<file path="config.mk">
export PLATFORM = sky130hd
export DESIGN_NAME = ista_slave
export DESIGN_NICKNAME = d
export VERILOG_FILES = /design/src/ista_pkg.sv /design/src/ista_slave.sv /design/src/ista_sync.sv /design/src/ista_timeout.sv
export SDC_FILE = /design/constraint.sdc
export NUM_CORES = 1
export LEC_CHECK = 0
export BUFFER_PORTS_ARGS = -buffer_cell sky130_fd_sc_hd__buf_2
export CAP_MARGIN = 20
export CORE_MARGIN = 1
export CORE_UTILIZATION = 54
export DETAILED_ROUTE_END_ITERATION = 10
export GPL_ROUTABILITY_DRIVEN = 0
export PLACE_DENSITY_LB_ADDON = 0.15
export SYNTH_ARGS = -nofsm -noshare
export SYNTH_HDL_FRONTEND = slang
export SYNTH_SLANG_ARGS = --single-unit
</file>
<file path="constraint.sdc">
create_clock -name pclk -period 2.8 [get_ports pclk]
set_input_delay 0.56 -clock pclk [delete_from_list [all_inputs] [get_ports pclk]]
set_output_delay 0.56 -clock pclk [all_outputs]
set_load 0.005 [all_outputs]
</file>
<file path="src/ista_pkg.sv">
// Purpose: Shared constants for the two-wire slave with bus time-out
// Assumes: APB word registers, 8-bit data in the low bits
// Notes: Status bit positions apply to the control/status register
package ista_pkg;
	// Register byte offsets
	localparam logic [3:0] ISTA_OFF_DATA = 4'h0;
	localparam logic [3:0] ISTA_OFF_ADDR = 4'h4;
	localparam logic [3:0] ISTA_OFF_CTRL = 4'h8;
	localparam logic [3:0] ISTA_OFF_TOUT = 4'hC;
	// Control/status bit positions
	localparam int ISTA_B_ACK_RECEIVED_FLAG = 0;
	localparam int ISTA_B_SRW = 2;
	localparam int ISTA_B_ACK_TO_SEND = 3;
	localparam int ISTA_B_HTX = 4;
	localparam int ISTA_B_BUSY = 5;
	localparam int ISTA_B_ADDRESSED_AS_SLAVE_FLAG = 6;
	// Time-out register bit positions
	localparam int ISTA_B_TOEN = 7;
	localparam int ISTA_B_TOF = 6;
	localparam int ISTA_TOS_W = 6;
	// Power-on values
	localparam logic [7:0] ISTA_POR_DATA = 8'h00;
	localparam logic [6:0] ISTA_POR_ADDR = 7'h00;
	localparam logic [7:0] ISTA_POR_TOUT = 8'h00;
	localparam logic ISTA_POR_ACK_RECEIVED_FLAG = 1'b1;
	// Sub-clock divide and counter widths
	localparam int ISTA_SUB_DIV = 32;
	localparam int ISTA_DIV_W = 5;
	localparam logic [3:0] ISTA_BITS = 4'h8;
	localparam logic [3:0] ISTA_LAST = 4'h7;
	// Slave protocol states
	typedef enum logic [2:0] {
		ISTA_IDLE, ISTA_ADDR, ISTA_AACK, ISTA_RXD, ISTA_RACK, ISTA_TXD, ISTA_TACK, ISTA_IGN
	} ista_state_type;
endpackage : ista_pkg

</file>
<file path="src/ista_slave.sv">
// Purpose: Two-wire serial slave with address match, ack and bus time-out
// Assumes: APB slave, pins open drain, sub-clock arrives on a pin
// Notes: What this block does is summarised below
`timescale 1ns/10ps
module ista_slave
	import ista_pkg::*;
(
	input wire logic pclk,
	input wire logic presetn,
	input wire logic psel,
	input wire logic penable,
	input wire logic pwrite,
	input wire logic [31:0] paddr,
	input wire logic [31:0] pwdata,
	input wire logic [3:0] pstrb,
	output logic [31:0] prdata,
	output logic pready,
	output logic pslverr,
	input wire logic scl_in,
	output logic scl_out,
	output logic scl_oe_n,
	input wire logic sda_in,
	output logic sda_out,
	output logic sda_oe_n,
	input wire logic sub_clk,
	output logic serial_irq
);
	logic [2:0] pins_s; // Synchronised sub_clk, sda, scl
	logic scl_s, sda_s, sub_s; // Synced clock, data and sub-clock lines
	logic scl_d, sda_d, sub_d; // Previous synced levels
	logic scl_rise, scl_fall, start_seen, stop_seen, sub_tick; // Pin events
	logic tout; // Time-out overflow pulse
	ista_state_type state; // Sequencer state
	logic [3:0] bit_cnt; // Bits in current byte
	logic [7:0] shift; // Serial shift register
	logic addr_match; // Seven address bits equal own address
	logic hold; // Clock stretch request
	logic sda_low; // Data line pulled low
	logic [7:0] serial_data_reg; // Data register
	logic [6:0] own_address_reg; // Own address register
	logic master_read_flag, addressed_as_slave_flag, bus_busy_flag; // Status flags
	logic slave_transmit_select, ack_to_send, ack_received_flag; // Control and ack bits
	logic timeout_enable, timeout_flag; // Time-out control bits
	logic [ISTA_TOS_W-1:0] timeout_period_select; // Time-out length field
	logic setup_ph, wr_acc, rd_acc; // APB setup, write taken, read taken
	logic mapped, data_wr, data_rd; // Decode and data register access
	logic [7:0] ctrl_rd; // Control/status read image
	logic [31:0] next_prdata; // Read data before the register
	logic match_ev, byte_ev; // Address matched, byte completed
	ista_sync #(
		.WIDTH(3)
	) u_sync (
		.pclk(pclk),
		.presetn(presetn),
		.async_in({sub_clk, sda_in, scl_in}),
		.sync_out(pins_s)
	);
	assign scl_s = pins_s[0];
	assign sda_s = pins_s[1];
	assign sub_s = pins_s[2];
	// Edge history of the synchronised pins
	always_ff @(posedge pclk or negedge presetn) begin
		if (!presetn) begin
			scl_d <= 1'b1;
			sda_d <= 1'b1;
			sub_d <= 1'b1; // Same as synchroniser reset, no false tick
		end else begin
			scl_d <= scl_s;
			sda_d <= sda_s;
			sub_d <= sub_s;
		end
	end
	assign scl_rise = scl_s && !scl_d;
	assign scl_fall = !scl_s && scl_d;
	assign start_seen = scl_s && scl_d && sda_d && !sda_s;
	assign stop_seen = scl_s && scl_d && !sda_d && sda_s;
	assign sub_tick = sub_s && !sub_d;
	assign addr_match = (shift[7:1] == own_address_reg); // Address above R/W bit
	ista_timeout #(
		.SEL_W(ISTA_TOS_W)
	) u_tout (
		.pclk(pclk),
		.presetn(presetn),
		.enable(timeout_enable),
		.period_sel(timeout_period_select),
		.sub_tick(sub_tick),
		.arm(match_ev),
		.scl_fall(scl_fall),
		.stop_seen(stop_seen),
		.overflow(tout)
	);
	// APB decode, zero wait states
	assign setup_ph = psel && !penable;
	assign wr_acc = psel && penable && pwrite;
	assign rd_acc = psel && penable && !pwrite;
	assign mapped = (paddr[31:4] == '0) && (paddr[1:0] == 2'b00);
	assign data_wr = wr_acc && mapped && pstrb[0] && (paddr[3:0] == ISTA_OFF_DATA);
	assign data_rd = rd_acc && mapped && (paddr[3:0] == ISTA_OFF_DATA);
	assign pready = penable;
	assign match_ev = (state == ISTA_ADDR) && scl_fall && (bit_cnt == ISTA_BITS) && addr_match;
	assign byte_ev = scl_fall && (((state == ISTA_RXD) && (bit_cnt == ISTA_BITS))
		|| ((state == ISTA_TACK) && !ack_received_flag));
	// Control/status read image
	always_comb begin
		ctrl_rd = 8'h00;
		ctrl_rd[ISTA_B_ACK_RECEIVED_FLAG] = ack_received_flag;
		ctrl_rd[ISTA_B_SRW] = master_read_flag;
		ctrl_rd[ISTA_B_ACK_TO_SEND] = ack_to_send;
		ctrl_rd[ISTA_B_HTX] = slave_transmit_select;
		ctrl_rd[ISTA_B_BUSY] = bus_busy_flag;
		ctrl_rd[ISTA_B_ADDRESSED_AS_SLAVE_FLAG] = addressed_as_slave_flag;
	end
	// Read data mux, sampled in the setup cycle
	always_comb begin
		next_prdata = 32'h0000_0000;
		case (paddr[3:0])
			ISTA_OFF_DATA: next_prdata[7:0] = serial_data_reg;
			ISTA_OFF_ADDR: next_prdata[6:0] = own_address_reg;
			ISTA_OFF_CTRL: next_prdata[7:0] = ctrl_rd;
			ISTA_OFF_TOUT: next_prdata[7:0] = {timeout_enable, timeout_flag, timeout_period_select};
			default: next_prdata = 32'h0000_0000;
		endcase
	end
	// Registered read data and error answer
	always_ff @(posedge pclk or negedge presetn) begin
		if (!presetn) begin
			prdata <= 32'h0000_0000;
			pslverr <= 1'b0;
		end else if (setup_ph) begin
			prdata <= mapped ? next_prdata : 32'h0000_0000;
			pslverr <= !mapped;
		end
	end

	// Address register, untouched by time-out
	always_ff @(posedge pclk or negedge presetn) begin
		if (!presetn) begin
			own_address_reg <= ISTA_POR_ADDR;
		end else if (wr_acc && mapped && pstrb[0] && (paddr[3:0] == ISTA_OFF_ADDR)) begin
			own_address_reg <= pwdata[6:0];
		end
	end

	// Data register: software writes, received bytes land here
	always_ff @(posedge pclk or negedge presetn) begin
		if (!presetn) begin
			serial_data_reg <= ISTA_POR_DATA;
		end else if (data_wr) begin
			serial_data_reg <= pwdata[7:0];
		end else if (byte_ev && (state == ISTA_RXD)) begin
			serial_data_reg <= shift;
		end
	end

	// Software-steered control bits, back to POR on time-out
	always_ff @(posedge pclk or negedge presetn) begin
		if (!presetn) begin
			slave_transmit_select <= 1'b0;
			ack_to_send <= 1'b0;
		end else if (tout) begin
			slave_transmit_select <= 1'b0;
			ack_to_send <= 1'b0;
		end else if (wr_acc && mapped && pstrb[0] && (paddr[3:0] == ISTA_OFF_CTRL)) begin
			slave_transmit_select <= pwdata[ISTA_B_HTX];
			ack_to_send <= pwdata[ISTA_B_ACK_TO_SEND];
		end
	end

	// Time-out control register
	always_ff @(posedge pclk or negedge presetn) begin
		if (!presetn) begin
			timeout_enable <= ISTA_POR_TOUT[ISTA_B_TOEN];
			timeout_flag <= ISTA_POR_TOUT[ISTA_B_TOF];
			timeout_period_select <= ISTA_POR_TOUT[ISTA_TOS_W-1:0];
		end else begin
			if (wr_acc && mapped && pstrb[0] && (paddr[3:0] == ISTA_OFF_TOUT)) begin
				timeout_enable <= pwdata[ISTA_B_TOEN];
				timeout_period_select <= pwdata[ISTA_TOS_W-1:0];
				if (!pwdata[ISTA_B_TOF]) begin
					timeout_flag <= 1'b0;
				end
			end
			if (tout) begin
				timeout_enable <= 1'b0;
				timeout_flag <= 1'b1;
			end
		end
	end

	// Bus busy between START and STOP
	always_ff @(posedge pclk or negedge presetn) begin
		if (!presetn) begin
			bus_busy_flag <= 1'b0;
		end else if (tout || stop_seen) begin
			bus_busy_flag <= 1'b0;
		end else if (start_seen) begin
			bus_busy_flag <= 1'b1;
		end
	end

	// Direction and addressed flags
	always_ff @(posedge pclk or negedge presetn) begin
		if (!presetn) begin
			master_read_flag <= 1'b0;
			addressed_as_slave_flag <= 1'b0;
		end else if (tout) begin
			master_read_flag <= 1'b0;
			addressed_as_slave_flag <= 1'b0;
		end else if (match_ev) begin
			master_read_flag <= shift[0];
			addressed_as_slave_flag <= 1'b1;
		end else if (start_seen || data_wr || data_rd) begin
			addressed_as_slave_flag <= 1'b0;
		end
	end

	// Acknowledge sampled from the master after a sent byte
	always_ff @(posedge pclk or negedge presetn) begin
		if (!presetn) begin
			ack_received_flag <= ISTA_POR_ACK_RECEIVED_FLAG;
		end else if (tout) begin
			ack_received_flag <= ISTA_POR_ACK_RECEIVED_FLAG;
		end else if ((state == ISTA_TACK) && scl_rise) begin
			ack_received_flag <= sda_s;
		end
	end

	// One shared interrupt pulse for all three causes
	always_ff @(posedge pclk or negedge presetn) begin
		if (!presetn) begin
			serial_irq <= 1'b0;
		end else begin
			serial_irq <= match_ev || byte_ev || tout;
		end
	end

	// Protocol sequencer, shift register and pin drive
	always_ff @(posedge pclk or negedge presetn) begin
		if (!presetn) begin
			state <= ISTA_IDLE;
			bit_cnt <= 4'h0;
			shift <= 8'h00;
			hold <= 1'b0;
			sda_low <= 1'b0;
		end else if (tout || stop_seen) begin
			state <= ISTA_IDLE;
			bit_cnt <= 4'h0;
			hold <= 1'b0;
			sda_low <= 1'b0;
		end else if (start_seen) begin
			state <= ISTA_ADDR;
			bit_cnt <= 4'h0;
			hold <= 1'b0;
			sda_low <= 1'b0;
		end else begin
			case (state)
				ISTA_ADDR: begin
					if (scl_rise && (bit_cnt != ISTA_BITS)) begin
						shift <= {shift[6:0], sda_s};
						bit_cnt <= bit_cnt + 1'b1;
					end else if (scl_fall && (bit_cnt == ISTA_BITS)) begin
						shift <= {1'b0, shift[7:1]}; // Align address to low bits
						if (addr_match) begin
							state <= ISTA_AACK;
							sda_low <= 1'b1;
						end else begin
							state <= ISTA_IGN;
						end
					end
				end
				ISTA_AACK: begin
					if (scl_fall) begin
						sda_low <= 1'b0;
						hold <= 1'b1;
						bit_cnt <= 4'h0;
						state <= master_read_flag ? ISTA_TXD : ISTA_RXD;
					end
				end
				ISTA_RXD: begin
					if (hold) begin
						if (data_rd) begin
							hold <= 1'b0;
						end
					end else if (scl_rise && (bit_cnt != ISTA_BITS)) begin
						shift <= {shift[6:0], sda_s};
						bit_cnt <= bit_cnt + 1'b1;
					end else if (scl_fall && (bit_cnt == ISTA_BITS)) begin
						state <= ISTA_RACK;
						sda_low <= !ack_to_send;
					end
				end
				ISTA_RACK: begin
					if (scl_fall) begin
						sda_low <= 1'b0;
						hold <= 1'b1;
						bit_cnt <= 4'h0;
						state <= ISTA_RXD;
					end
				end
				ISTA_TXD: begin
					if (hold) begin
						if (data_wr) begin
							shift <= {pwdata[6:0], 1'b0};
							sda_low <= !pwdata[7];
							hold <= 1'b0;
						end
					end else if (scl_fall) begin
						if (bit_cnt == ISTA_LAST) begin
							sda_low <= 1'b0;
							state <= ISTA_TACK;
						end else begin
							sda_low <= !shift[7];
							shift <= {shift[6:0], 1'b0};
						end
						bit_cnt <= bit_cnt + 1'b1;
					end
				end
				ISTA_TACK: begin
					if (scl_fall) begin
						bit_cnt <= 4'h0;
						if (ack_received_flag) begin
							state <= ISTA_IGN;
						end else begin
							hold <= 1'b1;
							state <= ISTA_TXD;
						end
					end
				end
				ISTA_IDLE, ISTA_IGN: begin
					sda_low <= 1'b0;
				end
				default: begin
					state <= ISTA_IDLE;
				end
			endcase
		end
	end
	// Open-drain pins: enable low while pulling low
	assign sda_out = 1'b0;
	assign scl_out = 1'b0;
	assign sda_oe_n = !sda_low;
	assign scl_oe_n = !hold;
endmodule : ista_slave

</file>
<file path="src/ista_sync.sv">
// Purpose: Two-flop synchroniser for pin inputs
// Assumes: Inputs are asynchronous to pclk
// Notes: First stage feeds only the second stage
`timescale 1ns/10ps
module ista_sync #(
	parameter int WIDTH = 3
) (
	input wire logic pclk,
	input wire logic presetn,
	input wire logic [WIDTH-1:0] async_in,
	output logic [WIDTH-1:0] sync_out
);
	logic [WIDTH-1:0] meta; // First stage
	genvar i;
	// One synchroniser chain per bit, idle pins read high
	generate
		for (i = 0; i < WIDTH; i++) begin : g_bit
			always_ff @(posedge pclk or negedge presetn) begin
				if (!presetn) begin
					meta[i] <= 1'b1;
					sync_out[i] <= 1'b1;
				end else begin
					meta[i] <= async_in[i];
					sync_out[i] <= meta[i];
				end
			end
		end
	endgenerate
endmodule : ista_sync

</file>
<file path="src/ista_timeout.sv">
// Purpose: Bus time-out counter clocked by sub-clock ticks divided by 32
// Assumes: sub_tick is a one-cycle pulse per sub-clock rising edge
// Notes: Overflow is a one-cycle pulse and halts the counter
`timescale 1ns/10ps
module ista_timeout
	import ista_pkg::*;
#(
	parameter int SEL_W = ISTA_TOS_W
) (
	input wire logic pclk,
	input wire logic presetn,
	input wire logic enable,
	input wire logic [SEL_W-1:0] period_sel,
	input wire logic sub_tick,
	input wire logic arm,
	input wire logic scl_fall,
	input wire logic stop_seen,
	output logic overflow
);
	logic active; // Counting window open
	logic [ISTA_DIV_W-1:0] div_cnt; // Sub-clock prescale by 32
	logic [SEL_W-1:0] per_cnt; // Elapsed prescaled periods
	logic period_end; // Last prescaled tick of the selected length
	assign period_end = sub_tick && (&div_cnt) && (per_cnt == period_sel);
	// Window opens on match, closes on stop or overflow
	always_ff @(posedge pclk or negedge presetn) begin
		if (!presetn) begin
			active <= 1'b0;
		end else if (arm) begin
			active <= 1'b1;
		end else if (stop_seen || (active && enable && period_end)) begin
			active <= 1'b0;
		end
	end
	// Counter restarts on arm and on every clock-line fall
	always_ff @(posedge pclk or negedge presetn) begin
		if (!presetn) begin
			div_cnt <= '0;
			per_cnt <= '0;
		end else if (arm || scl_fall) begin
			div_cnt <= '0;
			per_cnt <= '0;
		end else if (active && enable && sub_tick) begin
			div_cnt <= div_cnt + 1'b1;
			if (&div_cnt) begin
				per_cnt <= per_cnt + 1'b1;
			end
		end
	end
	// Overflow after (sel+1) periods of sub-clock/32
	always_ff @(posedge pclk or negedge presetn) begin
		if (!presetn) begin
			overflow <= 1'b0;
		end else begin
			overflow <= active && enable && period_end && !arm && !scl_fall;
		end
	end
endmodule : ista_timeout

</file>
Word level (Yosys, flattened, before mapping)
Cells that the tools add are included.
- register bits: 102
- latch bits: 0
- bits in writable memories: 0
- ROM bits: 0
- output and inout port bits: 39
- word-level logic and storage cells: 256
- memories kept: 0
- add/subtract/negate cells: 3
- multipliers: 0
- divide/modulo/power cells: 0
- magnitude comparators: 0
- equality and inequality tests: 39
- shift operators: 0
- multiplexer cells: 88
- bitwise logic cells: 2
- reductions and logical operators: 92
- operators with widths (kind ; number):
    2-to-1 mux 8 bit ; 11
    2-to-1 mux 3 bit ; 15
    2-to-1 mux 1 bit ; 42
    inequality test 4 bit, second input constant ; 10
    logical AND 1 bit ; 38
    logical NOT 28 bit ; 1
    2-to-1 mux 4 bit ; 7
    one-hot mux 7 bit (4 select lines) ; 1
    one-hot mux 8 bit (3 select lines) ; 1
    2-to-1 mux 6 bit ; 3
    one-hot mux 3 bit (6 select lines) ; 1
    nonzero test 2 bit ; 9
    logical NOT 1 bit ; 16
    one-hot mux 4 bit (4 select lines) ; 1
    == test 3 bit, second input constant ; 4
    == test 4 bit, second input constant ; 3
    AND reduction 12 bit ; 1
    nonzero test 6 bit ; 2
    2-to-1 mux 5 bit ; 2
    inequality test 5 bit, second input constant ; 2
    AND reduction 10 bit ; 1
    AND reduction 5 bit ; 2
    inequality test 3 bit, second input constant ; 3
    AND reduction 9 bit ; 1
    other kinds (30) ; 47

Depth between registers and ports, before layout
- depth after elaboration: 10
- gate-level depth with buffers: 8
- depth with buffers taken out: 7

Cells and area by module
Synthesis repeated with hierarchy kept, for this count alone.
- cells, all modules: 473
- area, all modules: 4599.4 sq um
- modules (own cells, without submodules) (module ; times used ; cells an instance ; area an instance (sq um) ; sequential area each (sq um)):
    ista_slave ; 1 ; 398 ; 3749.8 ; 1481.4
    ista_timeout ; 1 ; 69 ; 691.9 ; 325.3
    ista_sync ; 1 ; 6 ; 157.7 ; 157.7

Least setup slack after synthesis
OpenSTA, ideal clock, no wires.
- kind: in2reg
- start point: input port paddr[11]
- end point: register timeout_period_select[0]
- setup time: 0.125 ns
- data arrival time: 2.007 ns
- path slack: 0.668 ns
- stages: 4
- buffers on the path: 0
- path through: nor4_2 > nand4_2 > nor4_4 > mux2_4
- cells in the longest elaborated chain, start to end: 5
- ends and longest elaborated chain (what ; RTL line ; text):
    from (decl) ; ista_slave.sv:13 ; input wire logic [31:0] paddr,
    logical NOT 28 bit ; ista_slave.sv:96 ; assign mapped = (paddr[31:4] == '0) && (paddr[1:0] == 2'b00);
    logical AND 1 bit ; ista_slave.sv:96 ;
    logical AND 1 bit (3 in series) ; ista_slave.sv:176 ; if (wr_acc && mapped && pstrb[0] && (paddr[3:0] == ISTA_OFF_TOUT)) begin
    to (signal assigned) ; ista_slave.sv:174 ; timeout_period_select <= ISTA_POR_TOUT[ISTA_TOS_W-1:0];
    to (signal assigned) ; ista_slave.sv:178 ; timeout_period_select <= pwdata[ISTA_TOS_W-1:0];
    to (decl) ; ista_slave.sv:44 ; logic [ISTA_TOS_W-1:0] timeout_period_select;
No other way between the ends.
A chain may end at the register's enable or synchronous reset.

Worst setup path after layout
- start point: register scl_d
- end point: register state[2]
- cells in the longest elaborated chain, start to end: 6
- ends and longest elaborated chain (what ; RTL line ; text):
    from (decl) ; ista_slave.sv:30 ; logic scl_d, sda_d, sub_d;
    from (signal assigned) ; ista_slave.sv:68 ; scl_d <= scl_s;
    logical AND 1 bit ; ista_slave.sv:75, ista_slave.sv:76 ;
    logical AND 1 bit (2 in series) ; ista_slave.sv:76 ; assign stop_seen = scl_s && scl_d && !sda_d && sda_s;
    logical OR 1 bit ; ista_slave.sv:245 ; end else if (tout || stop_seen) begin
    inequality test 4 bit (no source line) (tied with other cells) ; - ;
    AND reduction 12 bit (no source line) ; - ;
    to (signal assigned) ; ista_slave.sv:276 ; state <= master_read_flag ? ISTA_TXD : ISTA_RXD;
    to (decl) ; ista_slave.sv:33 ; ista_state_type state;
Parallel ways exist; a longest one is shown, timed or not.

==> impl_results.rst <==
.. list-table::
   :header-rows: 1

   * - Metric
     - Value
   * - Worst min-delay path class
     - in -> reg
   * - Ant. Diodes
     - 0
   * - Most used routing layer
     - met2
   * - # resized after CTS
     - 0
   * - Area of the mapped netlist
     - approximately 4600 um2
   * - Area of all sequential standard cells
     - approximately 2000 um2
   * - Top delay family on crit path
     - compound AO/OA/AOI/OAI gates
   * - Gr usage total
     - 0.247
   * - Largest stage delay on the critical path
     - about 560 ps
   * - Antenna violations before repair
     - 0
   * - Detailed-route wire length
     - 10.3 mm
   * - Number of synthesized flops with an enable pin
     - 0
   * - CP Data Required Time
     - just over 3000 ps
   * - Worst max-slew margin expressed relative to the limit
     - 0.360
   * - Leakage Power
     - 0.00250 uW
   * - Max Clock Freq
     - about 0.44 GHz
   * - Met2 demand-to-capacity share in global routing
     - 0.412
   * - Min Clock Period, post-route
     - approximately 2300 ps
   * - Std cell rows
     - 33
   * - Syn avg cell area
     - slightly above 10 um2
   * - Number of hold buffers added after cts
     - 0
   * - Clock root buffer master
     - sky130_fd_sc_hd__clkbuf_8
   * - DRT iter0 DRCs
     - 320
   * - Clock net sink count
     - 78
   * - Maximum Capacitance Violations
     - 0
   * - Worst vdd rail ir drop
     - between 0.4 and 0.5 mV
   * - NumNets Final
     - 590
   * - Warnings, synthesis
     - 0
   * - Worst setup slack for register-to-register paths
     - between 500 and 600 ps
   * - Most common cell after layout, fill and taps aside
     - sky130_fd_sc_hd__dfrtp_1
   * - Floorplan core area
     - just over 8000 um2
   * - Area occupied by multi-input gates
     - 2410 um2
   * - Synth-to-Final Area Change
     - 12.1%
   * - Logic depth of the worst register-to-register path
     - 4
   * - Path length in cells of the critical path
     - 4
   * - Number of standard cells after synthesis
     - about 450
   * - Max H-tree Level
     - 3
   * - Setup-failing EPs final
     - 0
   * - Accumulated negative setup slack
     - 0 ps
   * - Cell breakdown of the critical path
     - nor2b_1 -> a31oi_1 -> o31ai_1 -> mux2_2
   * - Crit start category
     - register
   * - Slowest stage cell, crit path
     - sky130_fd_sc_hd__dfstp_2
   * - Finished Cell Area
     - just over 5000 um2
   * - Peak fanout along the critical path
     - 7
   * - Total placed instance area
     - between 4000 and 5000 um2
   * - Share of flip-flops with an asynchronous set or reset after synthesis
     - 1.00
   * - Number of clock buffers inserted by TritonCTS
     - 9
   * - Worst Hold Path Cells
     - 1
   * - Die height
     - 94.6 um
   * - Worst setup path startpoint
     - scl_d
   * - Clock Skews
     - ~9.7 ps
   * - Pin count of the biggest net entering global routing
     - a little under 80
   * - Number of global-route vias before repair
     - between 3k and 4k
   * - Total number of vias
     - 3581
   * - Post-detail-place hpwl
     - ~7.6 mm
   * - Clock latency on the worst-skew pair
     - ~350 ps
   * - Critical hold path startpoint
     - sub_clk
   * - Status
     - complete, no violations
   * - Areal power density over the cells
     - 722 nW/um2
   * - Number of I/O pins
     - 115
   * - Residual DRC
     - 0
   * - Number of buffers added on ports
     - between 60 and 70
   * - Full die area
     - approximately 8900 um2
   * - Setup repair after global routing missed its margin
     - no
   * - Critical path type
     - reg -> reg
   * - Flop and latch count out of synthesis
     - 78
   * - Met1 Usage GRT
     - 0.332
   * - Share of layout cells above drive strength 1
     - 0.272
   * - Flip-flop cell with the highest count after synthesis
     - sky130_fd_sc_hd__dfrtp_1
   * - Post-DR vias/cell
     - about 5.8
   * - Hold violation count in the final report
     - 0
   * - Type of element capturing the critical path
     - register
   * - Initial cell density of the core
     - 0.560
   * - GRT Residual Overflow
     - 0
   * - Fillcell total
     - 709
   * - Tightest Pin Transition
     - approximately 960 ps
   * - Max-slew violations
     - 0
   * - Fraction of met3 tracks used by global routing
     - 0.0346
   * - Ratio of final minimum period to clock period
     - 0.811
   * - Longest Clk Path Bufs
     - 2
   * - Detailed-route wire length per cell
     - roughly 17 um
   * - Source of the worst register-to-register timing path
     - scl_d
   * - # Post-CTS Setup Buffers
     - 0
   * - Die Width
     - approximately 95 um
   * - Clock slew at reported path FFs
     - 80 ps
   * - Share of the yosys chip area belonging to registers
     - 0.425
   * - Arrival time of the worst setup path
     - 2510 ps
   * - Number of distinct library cells after synthesis
     - between 60 and 70
   * - Leading cell types in the layout, fill and taps excluded
     - sky130_fd_sc_hd__dfrtp_1 (68), sky130_fd_sc_hd__buf_2 (60), sky130_fd_sc_hd__nand2_1 (34)
   * - Clock tree from TritonCTS
     - done
   * - Buf/Inv on CP
     - 0
   * - Global-route wire length before repair
     - approximately 17 mm
   * - Pre-Repair DR Iteration Count
     - 5
   * - Remaining number of nets flagged by the antenna check after routing
     - 0
==> power by group <==
group | internal, uW | total (uW) | switching (uW)
clock network | 529 | 949 | 420
logic | 572 | 1250 | 680
registers | 1290 | 1540 | 258
==> layer usage <==
layer  vias to the layer above  wire [um]
li1                       1681          -
met1                      1716       4630
met2                       171       4870
met3                        13        664
met4                         0        144
met5                         -          0
==> logic make-up (layout without fill, tap and decap cells) <==
group                    after synthesis  count (layout)  synth area share
other                                  1              26          0.000810
AO/OA/AOI/OAI                         90              90             0.135
buffers and inverters                 62             105            0.0744
XOR/XNOR                              23              23            0.0435
multiplexers                          47              47             0.120
adder cells (fa/ha/maj)                6               6            0.0157
flip-flops                            78              78             0.425
AND/OR/NAND/NOR                      139             139             0.186
==> worst reg2reg max path, cell delays in order (launching register included) <==
cell                      delay [ps]
sky130_fd_sc_hd__dfstp_2         560
sky130_fd_sc_hd__nor2b_1         480
sky130_fd_sc_hd__a31oi_1         270
sky130_fd_sc_hd__o31ai_1         470
sky130_fd_sc_hd__mux2_2          380
==> worst paths after layout <==
kind	endpoint
max	state[2]
min reg2reg	u_sync.sync_out[0]
min in group asynchronous	state[2]
max in group asynchronous	sub_d
min	u_sync.meta[2]
max reg2reg	state[2]
==> final cells by class <==
| class | count | share of cell area |
|---|---|---|
| multi-input cells | 331 | 0.465 |
| clock inverters | 5 | 0.0157 |
| well taps | 105 | 0.0253 |
| repair buffers | 73 | 0.0767 |
| flip-flops and latches | 78 | 0.379 |
| inverters | 16 | 0.0116 |
| clock buffers | 11 | 0.0272 |
==> cells in the mapped netlist, types with 7 or more instances <==
master,instances,area (um2)
sky130_fd_sc_hd__mux2_2,14,158
sky130_fd_sc_hd__dfrtp_1,68,1700
sky130_fd_sc_hd__nand4_1,9,56.3
sky130_fd_sc_hd__nand2b_1,9,56.3
sky130_fd_sc_hd__o21ai_0,21,105
sky130_fd_sc_hd__a21oi_1,18,90.1
sky130_fd_sc_hd__a22o_1,13,114
sky130_fd_sc_hd__nand2_1,34,128
sky130_fd_sc_hd__buf_4,28,210
sky130_fd_sc_hd__clkbuf_1,10,37.5
sky130_fd_sc_hd__nor3_1,9,45.0
sky130_fd_sc_hd__dfstp_2,10,263
sky130_fd_sc_hd__nor2_1,30,113
sky130_fd_sc_hd__mux2i_1,24,240
sky130_fd_sc_hd__nor2b_1,7,43.8
sky130_fd_sc_hd__inv_1,16,60.1
sky130_fd_sc_hd__xor2_1,19,166
==> through the flow <==
stage	power, uW	hold slack [ps]	setup slack [ps]	utilization	instances
finish	3740	304	529	0.628	619
global route	3990	282	318	0.628	619
CTS	3740	287	544	0.628	619
detailed placement	2790	347	481	0.601	603
global placement	2760	346	493	0.601	603
floorplan	2460	264	668	-	471
(Power assumes the default switching activity.)
